===== src/rtl/temp_loop_pkg.sv =====
// Shared types and constants of the two-loop operation-data exchange.
package temp_loop_pkg;

  // ---------------------------------------------------------------
  // Loop count and data widths
  // ---------------------------------------------------------------
  localparam int unsigned LOOP_COUNT = 2; // Two independent loops
  localparam int unsigned WORD_W = 16;    // Every exchanged word is 16 bits

  // ---------------------------------------------------------------
  // Fixed values (tenths of a unit)
  // ---------------------------------------------------------------
  localparam logic [15:0] OVER_SENTINEL = 16'hcccc;   // -13,108 as a 16-bit word
  localparam logic [15:0] CURRENT_LIMIT = 16'h0226;   // 55.0 A
  localparam logic [15:0] BURNOUT_OFF = 16'h0000;     // 0.0 disables detection
  localparam logic [15:0] BURNOUT_FORCED = 16'h01f4;  // 50.0 forces output on
  localparam logic signed [15:0] PV_LOW_DEFAULT = 16'sh8000;  // Lowest indication
  localparam logic signed [15:0] PV_HIGH_DEFAULT = 16'sh7fff; // Highest indication

  // ---------------------------------------------------------------
  // Status word bit positions
  // ---------------------------------------------------------------
  localparam int unsigned ST_BURNOUT = 2;      // Heater burnout detected
  localparam int unsigned ST_AUTOTUNING = 3;   // Autotuning in progress
  localparam int unsigned ST_RUNNING = 4;      // Control output active
  localparam int unsigned ST_HALTED = 8;       // Control stopped
  localparam int unsigned ST_OVERRANGE = 13;   // Heater current over range
  localparam int unsigned ST_INPUT_FAULT = 14; // Process value out of range
  localparam int unsigned ST_PERSIST_DONE = 15; // Non-volatile write complete

  // ---------------------------------------------------------------
  // Values after reset
  // ---------------------------------------------------------------
  localparam logic [15:0] RST_SETPOINT = 16'h0000; // Set point in effect
  localparam logic [15:0] RST_BURNOUT = 16'h0000;  // Detection off until written
  localparam logic RST_HALTED = 1'b1;              // No control before first refresh unless the halt is masked

  // ---------------------------------------------------------------
  // Carriers
  // ---------------------------------------------------------------
  // Host-to-module variables of one loop, read/write for the host
  typedef struct packed {
    logic [15:0] setpoint_config;
    logic [15:0] burnout_threshold_config;
    logic autotune_begin_request;
    logic autotune_abort_request;
    logic control_halt_request;
    logic pid_reload_request;
    logic settings_persist_request;
  } host_out_t;

  // Module-to-host variables of one loop, read-only for the host
  typedef struct packed {
    logic [15:0] process_value_monitor;
    logic [15:0] heater_current_monitor;
    logic [15:0] setpoint_monitor;
    logic [15:0] burnout_threshold_monitor;
    logic [15:0] loop_status_word;
  } host_in_t;

  // One set of PID constants
  typedef struct packed {
    logic [15:0] prop_band;
    logic [15:0] integral_time;
    logic [15:0] derivative_time;
  } pid_t;

  // Payload handed to non-volatile storage
  typedef struct packed {
    logic [15:0] setpoint;
    logic [15:0] burnout_threshold;
    pid_t pid;
  } persist_t;

  // Non-volatile write sequencer
  typedef enum logic {
    PS_IDLE,
    PS_WRITE
  } persist_state_t;

  // Whole state of one loop
  typedef struct packed {
    host_out_t cfg;          // Last refreshed host variables
    host_in_t rpt;           // Values shown to the host
    logic autotuning;
    logic tune_ready;        // Constants calculated flag
    logic persist_done;
    logic halted;
    logic burnout;
    pid_t work_pid;          // Working copy used by control
    persist_state_t pst;
    persist_t payload;
  } loop_state_t;

endpackage : temp_loop_pkg


===== src/rtl/temp_loop_operation_data.sv =====
// Per-loop operation-data exchange of a two-loop temperature controller.
`timescale 1ns/100ps

module temp_loop_channel
  import temp_loop_pkg::*;
#(
  parameter logic signed [15:0] PV_LOW = PV_LOW_DEFAULT,
  parameter logic signed [15:0] PV_HIGH = PV_HIGH_DEFAULT
) (
  input wire logic clk,
  input wire logic resetn,
  input wire logic refresh,
  input temp_loop_pkg::host_out_t host_out,
  output temp_loop_pkg::host_in_t host_in,
  input wire logic signed [15:0] pv_measured,
  input wire logic [15:0] current_measured,
  input wire logic heater_on,
  input wire logic tune_finish,
  input temp_loop_pkg::pid_t tuned_pid,
  input temp_loop_pkg::pid_t host_pid,
  input wire logic halt_ignored,
  input wire logic persist_finish,
  output logic control_run,
  output logic autotuning,
  output logic burnout_out,
  output temp_loop_pkg::pid_t working_pid,
  output logic persist_req,
  output temp_loop_pkg::persist_t persist_data
);

  // ---------------------------------------------------------------
  // State and decoded events
  // ---------------------------------------------------------------
  loop_state_t s_q; // Registered state of this loop
  loop_state_t s_d; // Next state

  logic pv_fault;      // Process value outside indication range
  logic cur_over;      // Heater current above limit
  logic begin_edge;    // Rising edges seen at this refresh
  logic abort_edge;
  logic reload_edge;
  logic persist_edge;
  logic hb_detect;     // Heater burnout condition

  // ---------------------------------------------------------------
  // Measurement checks
  // ---------------------------------------------------------------
  // Range checks run every cycle; the report only samples them at refresh
  always_comb begin
    pv_fault = (pv_measured < PV_LOW) || (pv_measured > PV_HIGH);
    cur_over = current_measured > CURRENT_LIMIT;
  end

  // ---------------------------------------------------------------
  // Command edge detection
  // ---------------------------------------------------------------
  // Compare with the copy from the previous refresh, so a command held high
  // over many refreshes acts only once
  always_comb begin
    begin_edge = refresh && host_out.autotune_begin_request
                 && !s_q.cfg.autotune_begin_request;
    abort_edge = refresh && host_out.autotune_abort_request
                 && !s_q.cfg.autotune_abort_request;
    reload_edge = refresh && host_out.pid_reload_request
                  && !s_q.cfg.pid_reload_request;
    persist_edge = refresh && host_out.settings_persist_request
                   && !s_q.cfg.settings_persist_request;
  end

  // ---------------------------------------------------------------
  // Heater burnout
  // ---------------------------------------------------------------
  // Burnout means the current fails to exceed the threshold while heating
  always_comb begin
    if (s_q.cfg.burnout_threshold_config == BURNOUT_FORCED) begin
      hb_detect = 1'b1;
    end else if (s_q.cfg.burnout_threshold_config == BURNOUT_OFF) begin
      hb_detect = 1'b0;
    end else begin
      hb_detect = heater_on && !cur_over
                  && (current_measured <= s_q.cfg.burnout_threshold_config);
    end
  end

  // ---------------------------------------------------------------
  // Next-state logic
  // ---------------------------------------------------------------
  always_comb begin
    s_d = s_q;
    s_d.burnout = hb_detect;

    // Host variables are taken only at refresh; only read/write ones exist
    if (refresh) begin
      s_d.cfg = host_out;
    end

    // Halt follows the level, unless the switch and host mode mask it
    if (halt_ignored) begin
      s_d.halted = 1'b0;
    end else if (refresh) begin
      s_d.halted = host_out.control_halt_request;
    end

    // Autotuning: a finish clears it, begin starts it, abort only if running
    if (tune_finish && s_q.autotuning) begin
      s_d.autotuning = 1'b0;
    end
    if (begin_edge) begin
      s_d.autotuning = 1'b1;
    end
    if (abort_edge && s_q.autotuning) begin
      s_d.autotuning = 1'b0;
    end

    // Reload first, so a finish in the same cycle still sets the flag
    if (reload_edge) begin
      s_d.tune_ready = 1'b0;
      s_d.work_pid = host_pid;
    end
    if (tune_finish && s_q.autotuning) begin
      s_d.tune_ready = 1'b1;
      s_d.work_pid = tuned_pid;
    end

    // Non-volatile write; a second request while busy is dropped
    unique case (s_q.pst)
      PS_IDLE: begin
        if (persist_edge) begin
          s_d.pst = PS_WRITE;
          s_d.persist_done = 1'b0;
          s_d.payload.setpoint = s_q.cfg.setpoint_config;
          s_d.payload.burnout_threshold = s_q.cfg.burnout_threshold_config;
          s_d.payload.pid = s_q.work_pid;
        end
      end
      PS_WRITE: begin
        // Storage busy: hold request and payload stable
        if (persist_finish) begin
          s_d.pst = PS_IDLE;
          s_d.persist_done = 1'b1;
        end
      end
    endcase

    // Report built from the values taking effect now
    if (refresh) begin
      s_d.rpt.process_value_monitor = pv_fault ? OVER_SENTINEL
                                               : pv_measured;
      s_d.rpt.heater_current_monitor = cur_over ? OVER_SENTINEL
                                                : current_measured;
      s_d.rpt.setpoint_monitor = s_d.cfg.setpoint_config;
      s_d.rpt.burnout_threshold_monitor =
        s_d.cfg.burnout_threshold_config;
      s_d.rpt.loop_status_word = 16'h0000;
      s_d.rpt.loop_status_word[ST_BURNOUT] = hb_detect;
      s_d.rpt.loop_status_word[ST_AUTOTUNING] = s_d.autotuning;
      s_d.rpt.loop_status_word[ST_RUNNING] = !s_d.halted;
      s_d.rpt.loop_status_word[ST_HALTED] = s_d.halted;
      s_d.rpt.loop_status_word[ST_OVERRANGE] = cur_over;
      s_d.rpt.loop_status_word[ST_INPUT_FAULT] = pv_fault;
      s_d.rpt.loop_status_word[ST_PERSIST_DONE] = s_d.persist_done;
    end
  end

  // ---------------------------------------------------------------
  // State register
  // ---------------------------------------------------------------
  always_ff @(posedge clk or negedge resetn) begin
    if (!resetn) begin
      s_q <= '0;
      s_q.cfg.setpoint_config <= RST_SETPOINT;
      s_q.cfg.burnout_threshold_config <= RST_BURNOUT;
      s_q.rpt.setpoint_monitor <= RST_SETPOINT;
      s_q.rpt.burnout_threshold_monitor <= RST_BURNOUT;
      s_q.halted <= RST_HALTED;
      s_q.pst <= PS_IDLE;
    end else begin
      s_q <= s_d;
    end
  end

  // ---------------------------------------------------------------
  // Outputs
  // ---------------------------------------------------------------
  // All from flip-flops; the controller core reads these directly
  always_comb begin
    host_in = s_q.rpt;
    control_run = !s_q.halted;
    autotuning = s_q.autotuning;
    burnout_out = s_q.burnout;
    working_pid = s_q.work_pid;
    persist_req = (s_q.pst == PS_WRITE);
    persist_data = s_q.payload;
  end

endmodule : temp_loop_channel

// ---------------------------------------------------------------
// Top: one channel per loop
// ---------------------------------------------------------------
module temp_loop_operation_data
  import temp_loop_pkg::*;
#(
  parameter int unsigned LOOPS = LOOP_COUNT,
  parameter logic signed [15:0] PV_LOW = PV_LOW_DEFAULT,
  parameter logic signed [15:0] PV_HIGH = PV_HIGH_DEFAULT
) (
  input wire logic clk,
  input wire logic resetn,
  input wire logic refresh,
  input temp_loop_pkg::host_out_t [LOOPS-1:0] host_out,
  output temp_loop_pkg::host_in_t [LOOPS-1:0] host_in,
  input wire logic [LOOPS-1:0][15:0] pv_measured,
  input wire logic [LOOPS-1:0][15:0] current_measured,
  input wire logic [LOOPS-1:0] heater_on,
  input wire logic [LOOPS-1:0] tune_finish,
  input temp_loop_pkg::pid_t [LOOPS-1:0] tuned_pid,
  input temp_loop_pkg::pid_t [LOOPS-1:0] host_pid,
  input wire logic dip_pin1_on,
  input wire logic host_program_mode,
  input wire logic [LOOPS-1:0] persist_finish,
  output logic [LOOPS-1:0] control_run,
  output logic [LOOPS-1:0] autotuning,
  output logic [LOOPS-1:0] burnout_out,
  output temp_loop_pkg::pid_t [LOOPS-1:0] working_pid,
  output logic [LOOPS-1:0] persist_req,
  output temp_loop_pkg::persist_t [LOOPS-1:0] persist_data
);

  logic halt_ignored; // Shared mask of the halt command

  // Switch off and host in program mode masks every loop's halt
  assign halt_ignored = !dip_pin1_on && host_program_mode;

  // Each loop owns a separate channel, so nothing leaks between loops
  for (genvar g = 0; g < LOOPS; g++) begin : g_loop
    temp_loop_channel #(
      .PV_LOW(PV_LOW),
      .PV_HIGH(PV_HIGH)
    ) u_channel (
      .clk(clk),
      .resetn(resetn),
      .refresh(refresh),
      .host_out(host_out[g]),
      .host_in(host_in[g]),
      .pv_measured(signed'(pv_measured[g])),
      .current_measured(current_measured[g]),
      .heater_on(heater_on[g]),
      .tune_finish(tune_finish[g]),
      .tuned_pid(tuned_pid[g]),
      .host_pid(host_pid[g]),
      .halt_ignored(halt_ignored),
      .persist_finish(persist_finish[g]),
      .control_run(control_run[g]),
      .autotuning(autotuning[g]),
      .burnout_out(burnout_out[g]),
      .working_pid(working_pid[g]),
      .persist_req(persist_req[g]),
      .persist_data(persist_data[g])
    );
  end

endmodule : temp_loop_operation_data


===== config.mk =====
export PLATFORM = sky130hd
export DESIGN_NAME = temp_loop_operation_data
export DESIGN_NICKNAME = d
export VERILOG_FILES = /design/src/rtl/temp_loop_pkg.sv /design/src/rtl/temp_loop_operation_data.sv
export SDC_FILE = /design/constraint.sdc
export NUM_CORES = 1
export LEC_CHECK = 0
export BUFFER_PORTS_ARGS = -buffer_cell sky130_fd_sc_hd__buf_2
export CORE_AREA = 3 3 297 299
export DETAILED_ROUTE_END_ITERATION = 16
export DIE_AREA = 0 0 300 302
export GPL_ROUTABILITY_DRIVEN = 1
export PLACE_DENSITY_LB_ADDON = 0.2
export SLEW_MARGIN = 25
export SYNTH_ARGS = -nofsm -noshare
export SYNTH_HDL_FRONTEND = slang
export SYNTH_SLANG_ARGS = --single-unit

===== constraint.sdc =====
create_clock -name clk -period 1.6 [get_ports clk]
set_input_delay 0.48 -clock clk [delete_from_list [all_inputs] [get_ports clk]]
set_output_delay 0.48 -clock clk [all_outputs]
set_load 0.02 [all_outputs]

### Word-level counts from Yosys, hierarchy flattened

Index checks and enable logic that the tools add are counted.

| cells by class | value |
|---|---|
| magnitude comparators | 8 |
| equality and inequality tests | 2 |
| multiplexer cells | 36 |
| bitwise gates (word level) | 2 |
| reductions and logical operators | 48 |

Operator list:

| operator | number |
|---|---|
| 48-bit 2-to-1 mux | 4 |
| 81-bit 2-to-1 mux | 2 |
| 37-bit 2-to-1 mux | 2 |
| 16-bit 2-to-1 mux | 4 |
| 16-bit by 9-bit equality test with 1-bit output, second input constant | 2 |
| 16-bit by 10-bit > comparator with 1-bit output, second input constant | 2 |
| 16-bit > comparator, second input constant | 2 |
| 16-bit less-or-equal comparator | 2 |
| 16-bit zero test | 2 |
| 16-bit < comparator, second input constant | 2 |
| 1-bit logical AND | 25 |
| 1-bit 2-to-1 mux | 20 |
| 1-bit zero test | 15 |
| 1-bit case mux with 2 select lines | 4 |
| 2-bit AND reduction | 2 |
| 2-bit nonzero test | 2 |
| 1-bit logical OR | 2 |
| 1-bit NOT | 2 |

| storage, ports and cells | value |
|---|---|
| flip-flop bits (word level) | 482 |
| bits of input ports | 341 |
| output and inout bits | 424 |
| logic and storage cells | 146 |

### Logic depth before layout (Yosys ltp)

Gate-level depths: netlist of the first run.

| logic depth | value |
|---|---|
| depth in word-level cells | 6 |
| mapped depth | 7 |
| depth with buffers taken out | 7 |

### Cells and area by module

A second synthesis of the first run with hierarchy kept.

| second synthesis, totals | value |
|---|---|
| cells, all modules | 2045 |
| area total of the unflattened synthesis | 22565.4 sq um |

Modules (own cells, without submodules):

| module | instances | cells each | area an instance (sq um) | seq. area each (sq um) |
|---|---|---|---|---|
| temp_loop_channel | 2 | 1022 | 11275.8 | 6007.0 |
| temp_loop_operation_data | 1 | 1 | 13.8 | 0.0 |

### Worst setup path after synthesis of the first run

No wires, ideal clock.

| timing | value |
|---|---|
| path kind | input to register |
| start point | input current_measured[11] (netlist bit) |
| end point | register g_loop[0].u_channel.s_q, in the netlist g_loop[0].u_channel.host_in[2] |
| library setup time | 0.125 ns |
| arrival time | 1.647 ns |
| required time | 1.475 ns |
| setup slack | -0.172 ns |
| stages | 6 |
| buffers on the path | 0 |
| cell sequence | ha_1 > nand4_1 > or3_1 > a21o_1 > a31oi_1 > o2bb2ai_1 |

| between the ends | value |
|---|---|
| cells in the longest elaborated chain, start to end | 6 |
| elaborated cells between the ends (all ways) | 7 |
| classes of those cells | order compare: 2; mux: 2; reduce/logical: 3 |

Ends and longest elaborated chain:

| element | line | text |
|---|---|---|
| start: declaration | temp_loop_operation_data.sv:214 | `input wire logic [LOOPS-1:0][15:0] current_measured,` |
| 16-bit by 10-bit > comparator with 1-bit output | temp_loop_operation_data.sv:51 | `cur_over = current_measured > CURRENT_LIMIT;` |
| 1-bit zero test | temp_loop_operation_data.sv:80 | `hb_detect = heater_on && !cur_over` |
| 1-bit logical AND | temp_loop_operation_data.sv:80 |  |
| 1-bit logical AND (*) | temp_loop_operation_data.sv:81 | `&& (current_measured <= s_q.cfg.burnout_threshold_config);` |
| 1-bit 2-to-1 mux (*) | temp_loop_operation_data.sv:77 | `end else if (s_q.cfg.burnout_threshold_config == BURNOUT_OFF) begin` |
| 1-bit 2-to-1 mux (*) | temp_loop_operation_data.sv:75 | `if (s_q.cfg.burnout_threshold_config == BURNOUT_FORCED) begin` |
| end: declaration | temp_loop_operation_data.sv:34 | `loop_state_t s_q;` |

Mark *: on every way between the ends. The rest lies on a longest branch, timed or not.
A chain may end at the register's enable or synchronous reset.

### Worst setup path after layout of the first run

| timing | value |
|---|---|
| start point | register g_loop[1].u_channel.s_q[231] (netlist bit) |
| end point | register g_loop[1].u_channel.s_q, in the netlist g_loop[1].u_channel.host_in[2] |

| between the ends | value |
|---|---|
| cells in the longest elaborated chain, start to end | 4 |
| elaborated cells between the ends (all ways) | 6 |
| classes of those cells | order compare: 1; eq/ne: 1; mux: 2; reduce/logical: 2 |

Ends and longest elaborated chain:

| element | line |
|---|---|
| start: declaration | temp_loop_operation_data.sv:34 |
| 16-bit less-or-equal comparator | temp_loop_operation_data.sv:81 |
| 1-bit logical AND | temp_loop_operation_data.sv:81 |
| 1-bit 2-to-1 mux | temp_loop_operation_data.sv:77 |
| 1-bit 2-to-1 mux (*) | temp_loop_operation_data.sv:75 |

Marked as above.

==> results of run 1 <==
layout make-up:
class | count | area (um2)
antenna | 3 | 7.51
tap | 1144 | 1430
sequential | 480 | 12000
clock buffer | 85 | 1680
clock inverter | 20 | 236
inverter | 156 | 586
multi-input combinational | 934 | 7500
fill | 8321 | 51400
timing repair buffer | 1236 | 10600
cell usage after synthesis (3+ instances only):
library cell / count / area (um2)
a211oi_1: 3 / 22.5
a21o_1: 4 / 30.0
a21oi_1: 113 / 566
a31oi_1: 5 / 31.3
buf_2: 38 / 190
buf_4: 431 / 3240
buf_6: 14 / 158
clkbuf_1: 22 / 82.6
dfrtp_1: 478 / 12000
ha_1: 32 / 400
inv_1: 155 / 582
mux2_1: 14 / 158
mux2_2: 182 / 2050
mux2i_1: 98 / 981
nand2_1: 97 / 364
nand2b_1: 3 / 18.8
nand3_1: 6 / 30.0
nand4_1: 10 / 62.6
nor2_1: 121 / 454
nor2b_1: 9 / 56.3
nor4_1: 12 / 75.1
o21a_1: 12 / 90.1
o21ai_0: 152 / 761
o2bb2ai_1: 8 / 70.1
or3_1: 3 / 18.8
sequential cells by signal, indices dropped and copies added, names as in the netlist:
signal,count
g_loop.u_channel.persist_data,160
g_loop.u_channel.host_in,142
g_loop.u_channel.working_pid,96
g_loop.u_channel.s_q,76
g_loop.u_channel.autotuning,2
g_loop.u_channel.burnout_out,2
g_loop.u_channel.persist_req,2
what timing repair did:
action                                  CTS  global route
hold buffers                              1             0
buffers inserted                        216           101
pin swaps                                14             8
gates cloned                              2            10
hold endpoints to repair                 69             0
resized for setup                       846            33
endpoints found under the setup margin  415           510
cell families (layout without fill, tap and decap cells):
family          after synthesis  in the layout  share of synthesized area
compound gates              319            319                     0.0772
fa+ha+maj                    32             32                     0.0176
flops                       480            480                      0.527
mux                         294            294                      0.140
buf+inv                     661           1497                      0.187
other cells                   1             21                   0.000165
simple gates                271            271                     0.0512
metal layers:
layer / vias up / track usage
met3: 127 / 0.0506
met2: 532 / 0.287
met1: 8256 / 0.178
met5: - / 0
met4: 14 / 0.0534
li1: 7992 / -
worst max-delay path, delay by kind of cell (launching register included):
kind | cells | cell delay (ns)
DFF | 1 | 0.36
and+or+nand+nor | 2 | 0.70
buffers and inverters | 1 | 0.06
adders and majority gates | 1 | 0.28
AOI/OAI and AO/OA | 3 | 0.29
power by group through the flow:
stage	Sequential, mW	Combinational, mW	Clock, mW
3_5_place_dp	16.7	12.5	0
4_1_cts	16.8	17.8	13.8
3_3_place_gp	16.6	12.5	0
6_report	16.8	18.8	13.3
5_1_grt	17.1	19.9	14.3
2_1_floorplan	16.1	10.9	0
worst paths after layout:
| kind | end | slack [ns] | cells past startpoint |
|---|---|---|---|
| worst min register to register | g_loop[1].u_channel.persist_data[69] | 0.50 | 1 |
| worst max-delay path | g_loop[1].u_channel.host_in[2] | -0.19 | 7 |
| worst max register to register | g_loop[1].u_channel.host_in[2] | -0.19 | 7 |
| min in group asynchronous | g_loop[1].u_channel.persist_data[24] | 0.55 | 3 |
| max in group asynchronous | g_loop[0].u_channel.s_q[130] | 0.52 | 4 |
| worst min-delay path | g_loop[0].u_channel.host_in[34] | 0.12 | 3 |
through the flow:
| step | setup TNS (ns) | util | power (mW) | setup slack [ns] | instances |
|---|---|---|---|---|---|
| 2_1_floorplan | -10.47 | - | 27.0 | -0.125 | 2075 |
| 3_3_place_gp | -23.31 | 0.312 | 29.1 | -0.466 | 3622 |
| 3_5_place_dp | -26.42 | 0.312 | 29.2 | -0.487 | 3622 |
| 4_1_cts | -30.47 | 0.386 | 48.4 | -0.229 | 3946 |
| 5_1_grt | -32.41 | 0.399 | 51.2 | -0.279 | 4057 |
| 6_report | -3.95 | 0.399 | 48.9 | -0.186 | 4058 |
layout by cell type, fill, tap and decap left out, types with 18 or more instances in the layout:
cell / Yosys / final
dfrtp_1: 478 / 471
buf_4: 431 / 440
buf_6: 14 / 412
buf_2: 38 / 338
mux2_4: 0 / 159
o21ai_0: 152 / 152
inv_1: 155 / 138
nor2_1: 121 / 120
a21oi_1: 113 / 113
mux2i_1: 98 / 97
nand2_1: 97 / 95
clkbuf_16: 0 / 69
mux2_2: 182 / 37
buf_12: 0 / 23
conb_1: 1 / 18
==> out/qor.txt, run 1 <==
outcome: finished with violations
failing checks: setup timing
PortBufs: 746
Mapped Area: 22800 um2
Critical Path Source Type: flop
met2 routed WL: 40100 um
WL per Instance: 19.2 um
DR top layer: met5
Final Hold Vio Count: 0
Max-cap violations: 0
share of power burned in registers: 0.344
Netlist cell types: 47
core box area: 85400 um2
CP max stage cell: or4_4
Worst-Margin Slew: 0.522 ns
pin count of the biggest net entering global routing: 94
CTS tree: yes
hold wc startpoint: host_out[23]
worst hold slack: 0.115 ns
Internal: 33.4 mW
switching power: 15.5 mW
worst-skew pair later-pin latency: 0.59 ns
Slew Viols, Final: 0
Root Buffer Master: clkbuf_16
Final period util: 1.12
drt via density: 4.17
#FFs+latches synth: 480
Leak: 17.0 nW
Power Density: 1440 nW/um2
Rel. slew slack: 0.652
Final GP Congestion: 0.981
Horiz. Die Dim: 300 um
vias: 16921
setup ws final: -0.186 ns
combinational share of power: 0.384
first-pass GRT wire length: 111000 um
H-tree levels: 2
switch share: 0.317
CTS Buf Count: 58
Rows: 107
commonest register cell after synthesis: dfrtp_1
number of flops mapped to enable cells by yosys: 0
DP Area: 26700 um2
Async SR Flop Fraction: 1.00
area grow syn2layout: 49.5%
starting density of the core: 0.267
total wire length: 77800 um
crit path max fanout: 4
Crit Path Category: flop to flop
fin area: 34100 um2
DR WL met3: 5750 um
GRT Residual Overflow: 0
IO Pins: 765
Sink Count: 480
CTS clk-pin slew, worst paths: 0.06 ns
worst path cell trace: inv_1, ha_1, nand4_1, or4_4, o41ai_2, a31oi_4, o2bb2ai_1
die area: 90600 um2
Hold Path Class: primary input to flop
die height: 302 um
synthesized area per cell: 11.1 um2
initial antenna violation count: 12
Gate Count Post-Synth: 2058
origin of the critical flop-to-flop path: g_loop[1].u_channel.s_q[231]
max frequency: 560 MHz
CP endpoint kind: flop
Seq/Total Area, Yosys: 0.527
launch point of the worst path: g_loop[1].u_channel.s_q[231]
skew final: 0.0125 ns
DRT Pass-1 Iters: 4
Tot GR Track Use: 0.160
maximum vdd drop: 0.770 mV
Yosys warnings: 0
clock share of power: 0.272
DRC: 0
post-route ant nets: 0
max incr delay on CP: 0.48 ns
minimum clock period: 1.79 ns
fraction of layout cells with a size suffix above 1: 0.545
critical path data required time: 2.12 ns
DPL Wire Length: 57500 um
DRT met1 WL: 29600 um
vias in the first global route: 17961
clock buffer depth: 3
Arrival @ worst endpoint: 2.30 ns
Initial DRC Count: 600
unrepaired setup endpoints after global routing: true
Setup violations, final: 247
nets: 3239
Note: power is estimated with default switching activity, not from simulation.
==> run 2, diff against run 1 <==
--- a/config.mk
+++ b/config.mk
@@ -5,12 +5,14 @@
 export SDC_FILE = /design/constraint.sdc
 export NUM_CORES = 1
 export LEC_CHECK = 0
+export ABC_AREA = 1
 export BUFFER_PORTS_ARGS = -buffer_cell sky130_fd_sc_hd__buf_2
-export CORE_AREA = 3 3 297 299
+export CORE_AREA = 3 3 296 298
 export DETAILED_ROUTE_END_ITERATION = 16
-export DIE_AREA = 0 0 300 302
+export DIE_AREA = 0 0 299 301
 export GPL_ROUTABILITY_DRIVEN = 1
 export PLACE_DENSITY_LB_ADDON = 0.2
+export RECOVER_POWER = 100
 export SLEW_MARGIN = 25
 export SYNTH_ARGS = -nofsm -noshare
 export SYNTH_HDL_FRONTEND = slang
==> constraint.sdc (replaced) <==
create_clock -name clk -period 1.7 [get_ports clk]
set_input_delay 0.51 -clock clk [delete_from_list [all_inputs] [get_ports clk]]
set_output_delay 0.51 -clock clk [all_outputs]
set_load 0.02 [all_outputs]
==> run 2 against run 1 <==
  * The flow still finishes with violations (setup timing)
  * Clock power shrank 8%
  * Worst setup slack gained 0.10 ns
  * Largest power group is now registers
  * Final area shrank 9.3%
  * Sequential power shrank 10%
  * Power shrank 17%
  * Global-route usage grew 1.9 points
  * Largest cell class unchanged
  * Clock skew grew 0.012 ns
  * Synthesized cell count grew 25%
  * Cell count grew 8.3%
  * Via count grew 12%
  * Routed wire length grew 8.2%
==> out/qor.txt, run 2 <==
outcome: finished with violations
worst path cell trace: buf_4, buf_8
vias in the first global route: 19208
combinational share of power: 0.326
max incr delay on CP: 0.39 ns
Netlist cell types: 30
FF-to-FF End: g_loop[0].u_channel.working_pid[4]
fin area: 30900 um2
skew final: 0.0243 ns
Worst path top cell family by delay: flip-flops
Tot Pwr: 40.6 mW
Arrival @ worst endpoint: 1.27 ns
commonest register cell after synthesis: dfrtp_1
starting density of the core: 0.266
initial antenna violation count: 17
Max-cap violations: 0
top-count cell post-synth: nand2_1
Async SR Flop Fraction: 1.00
Mapped Area: 22600 um2
first-pass GRT wire length: 123000 um
CP max stage cell: dfrtp_2
area grow syn2layout: 36.6%
Worst-Margin Slew: 1.01 ns
post-route ant nets: 0
Critical Path Source Type: flop
GRT Residual Overflow: 0
die height: 301 um
Largest register FFs: 160
CTS tree: yes
Sink Count: 480
WHS Path Cells: 3
die area: 90000 um2
DP Area: 25600 um2
Setup violations, final: 8
worst r2r path cells: 8
CTS clk-pin slew, worst paths: 0.06 ns
hold wc startpoint: pv_measured[17]
#FFs+latches synth: 480
nets: 3569
failing checks: setup timing
critical path data required time: 1.19 ns
Final Hold Vio Count: 0
Slew Viols, Final: 0
clock share of power: 0.302
FF-to-FF setup slack: -0.01 ns
DRT Pass-1 Iters: 6
pin count of the biggest net entering global routing: 98
Fillers: 8878
Rows: 107
Power Density: 1310 nW/um2
top cells by area, synth: dfrtp_1 53%, buf_4 14%, nand2_1 14%
IO Pins: 765
PortBufs: 746
Final period util: 1.05
CTS Buf Count: 56
vias: 18922
origin of the critical flop-to-flop path: g_loop[0].u_channel.autotuning
Crit Path Category: flop to output port
clock buffer depth: 3
Seq/Total Area, Yosys: 0.531
minimum clock period: 1.78 ns
Yosys top cell area share: 0.529
Initial DRC Count: 1309
Gate Count Post-Synth: 2581
synthesized area per cell: 8.77 um2
Hold Path Class: primary input to flop
Util after Layout: 0.363
switch share: 0.337
most frequent cells in the layout: 844 x nand2_1, 461 x dfrtp_1, 387 x buf_2
CP endpoint kind: output port
Synth area leader: dfrtp_1
Final GP Congestion: 0.900
core box area: 85100 um2
commonest non-fill, non-tap cell in the layout: nand2_1
total wire length: 84100 um
Tot GR Track Use: 0.179
share of power burned in registers: 0.372
setup ws final: -0.0837 ns
Synth top cells by count: 854 x nand2_1, 478 x dfrtp_1, 435 x buf_4, 142 x nor2_1, 123 x o21ai_0
drt via density: 4.31
Internal: 26.9 mW
DPL Wire Length: 61400 um
Leak: 15.9 nW
Root Buffer Master: clkbuf_16
WL per Instance: 19.1 um
H-tree levels: 2
worst-skew pair later-pin latency: 0.60 ns
Yosys warnings: 0
Horiz. Die Dim: 299 um
crit path max fanout: 2
DRC: 0
Buf+Inv Stages, Crit Path: 2
fraction of layout cells with a size suffix above 1: 0.376
Rel. slew slack: 0.325
number of flops mapped to enable cells by yosys: 0
switching power: 13.7 mW
maximum vdd drop: 0.721 mV
unrepaired setup endpoints after global routing: true
max frequency: 561 MHz
Hold Path Sink: g_loop[1].u_channel.host_in[65]
==> run 2: area by class of cell <==
class                           instances  area (um2)  share of cell area
Sequential cell                       480       12000               0.389
Timing Repair Buffer                 1089        8470               0.274
Multi-Input combinational cell       1464        6690               0.216
Clock buffer                           87        1690              0.0547
Tap cell                             1144        1430              0.0463
Inverter                              105         399              0.0129
Clock inverter                         13         173             0.00559
Antenna cell                           11        27.5            0.000891
==> run 2: worst max-delay path by stage <==
stage / startpoint / slack (ns) / end / cells past startpoint
after CTS: g_loop[0].u_channel.s_q[130] / -0.14 / control_run[0] / 2
after global placement: current_measured[15] / -0.31 / g_loop[0].u_channel.host_in[2] / 12
after floorplan: current_measured[15] / 0.05 / g_loop[0].u_channel.host_in[2] / 10
after global routing: g_loop[1].u_channel.s_q[130] / -0.15 / control_run[1] / 2
final: g_loop[1].u_channel.autotuning / -0.08 / autotuning[1] / 2
after detailed placement: current_measured[15] / -0.28 / g_loop[0].u_channel.host_in[2] / 12
==> run 2: power by group through the flow <==
stage / combinational (mW) / clock, mW / sequential, mW
2_1_floorplan: 8.09 / 0 / 14.7
3_3_place_gp: 9.81 / 0 / 15.2
3_5_place_dp: 9.80 / 0 / 15.2
4_1_cts: 12.5 / 12.7 / 15.0
5_1_grt: 14.2 / 13.2 / 15.3
6_report: 13.2 / 12.3 / 15.1
==> run 2: logic make-up (layout without fill, tap and decap cells) <==
| group | after synthesis | count (layout) | synth area share |
|---|---|---|---|
| AND/OR/NAND/NOR | 1129 | 1129 | 0.196 |
| buffers and inverters | 654 | 1294 | 0.184 |
| flip-flops | 480 | 480 | 0.531 |
| AO/OA/AOI/OAI | 285 | 285 | 0.0707 |
| adder cells (fa/ha/maj) | 32 | 32 | 0.0177 |
| other | 1 | 29 | 0.000166 |
==> run 2: routing by layer <==
layer / wire, um / track usage / vias up
met5: 73 / 0 / -
met4: 3530 / 0.0769 / 10
met3: 7030 / 0.0551 / 166
met2: 40500 / 0.299 / 709
met1: 33000 / 0.212 / 9029
li1: - / - / 9008
==> run 2: per-stage QoR <==
stage | setup WS (ns) | setup TNS, ns | hold slack, ns | std cells
finish | -0.0837 | -0.396 | 0.123 | 4393
global route | -0.149 | -7.99 | 0.0750 | 4387
CTS | -0.140 | -2.30 | 0.0580 | 4319
detailed placement | -0.283 | -5.66 | 0.390 | 4088
global placement | -0.313 | -4.64 | 0.392 | 4088
floorplan | 0.0547 | 0 | 0.214 | 2598
==> run 2: repair_timing <==
action / in CTS / in global routing
setup buffers: 126 / 63
endpoints found under the hold margin: 14 / 0
hold buffers: 1 / 0
endpoints found under the setup margin: 285 / 289
pin swaps: 0 / 11
gates resized for setup: 500 / 228
gates cloned: 4 / 0
==> run 2: tightest hold or removal path, stage by stage <==
cell and delay [ns]:
buf_2 0.08, nand2_1 0.04, nand2_1 0.05
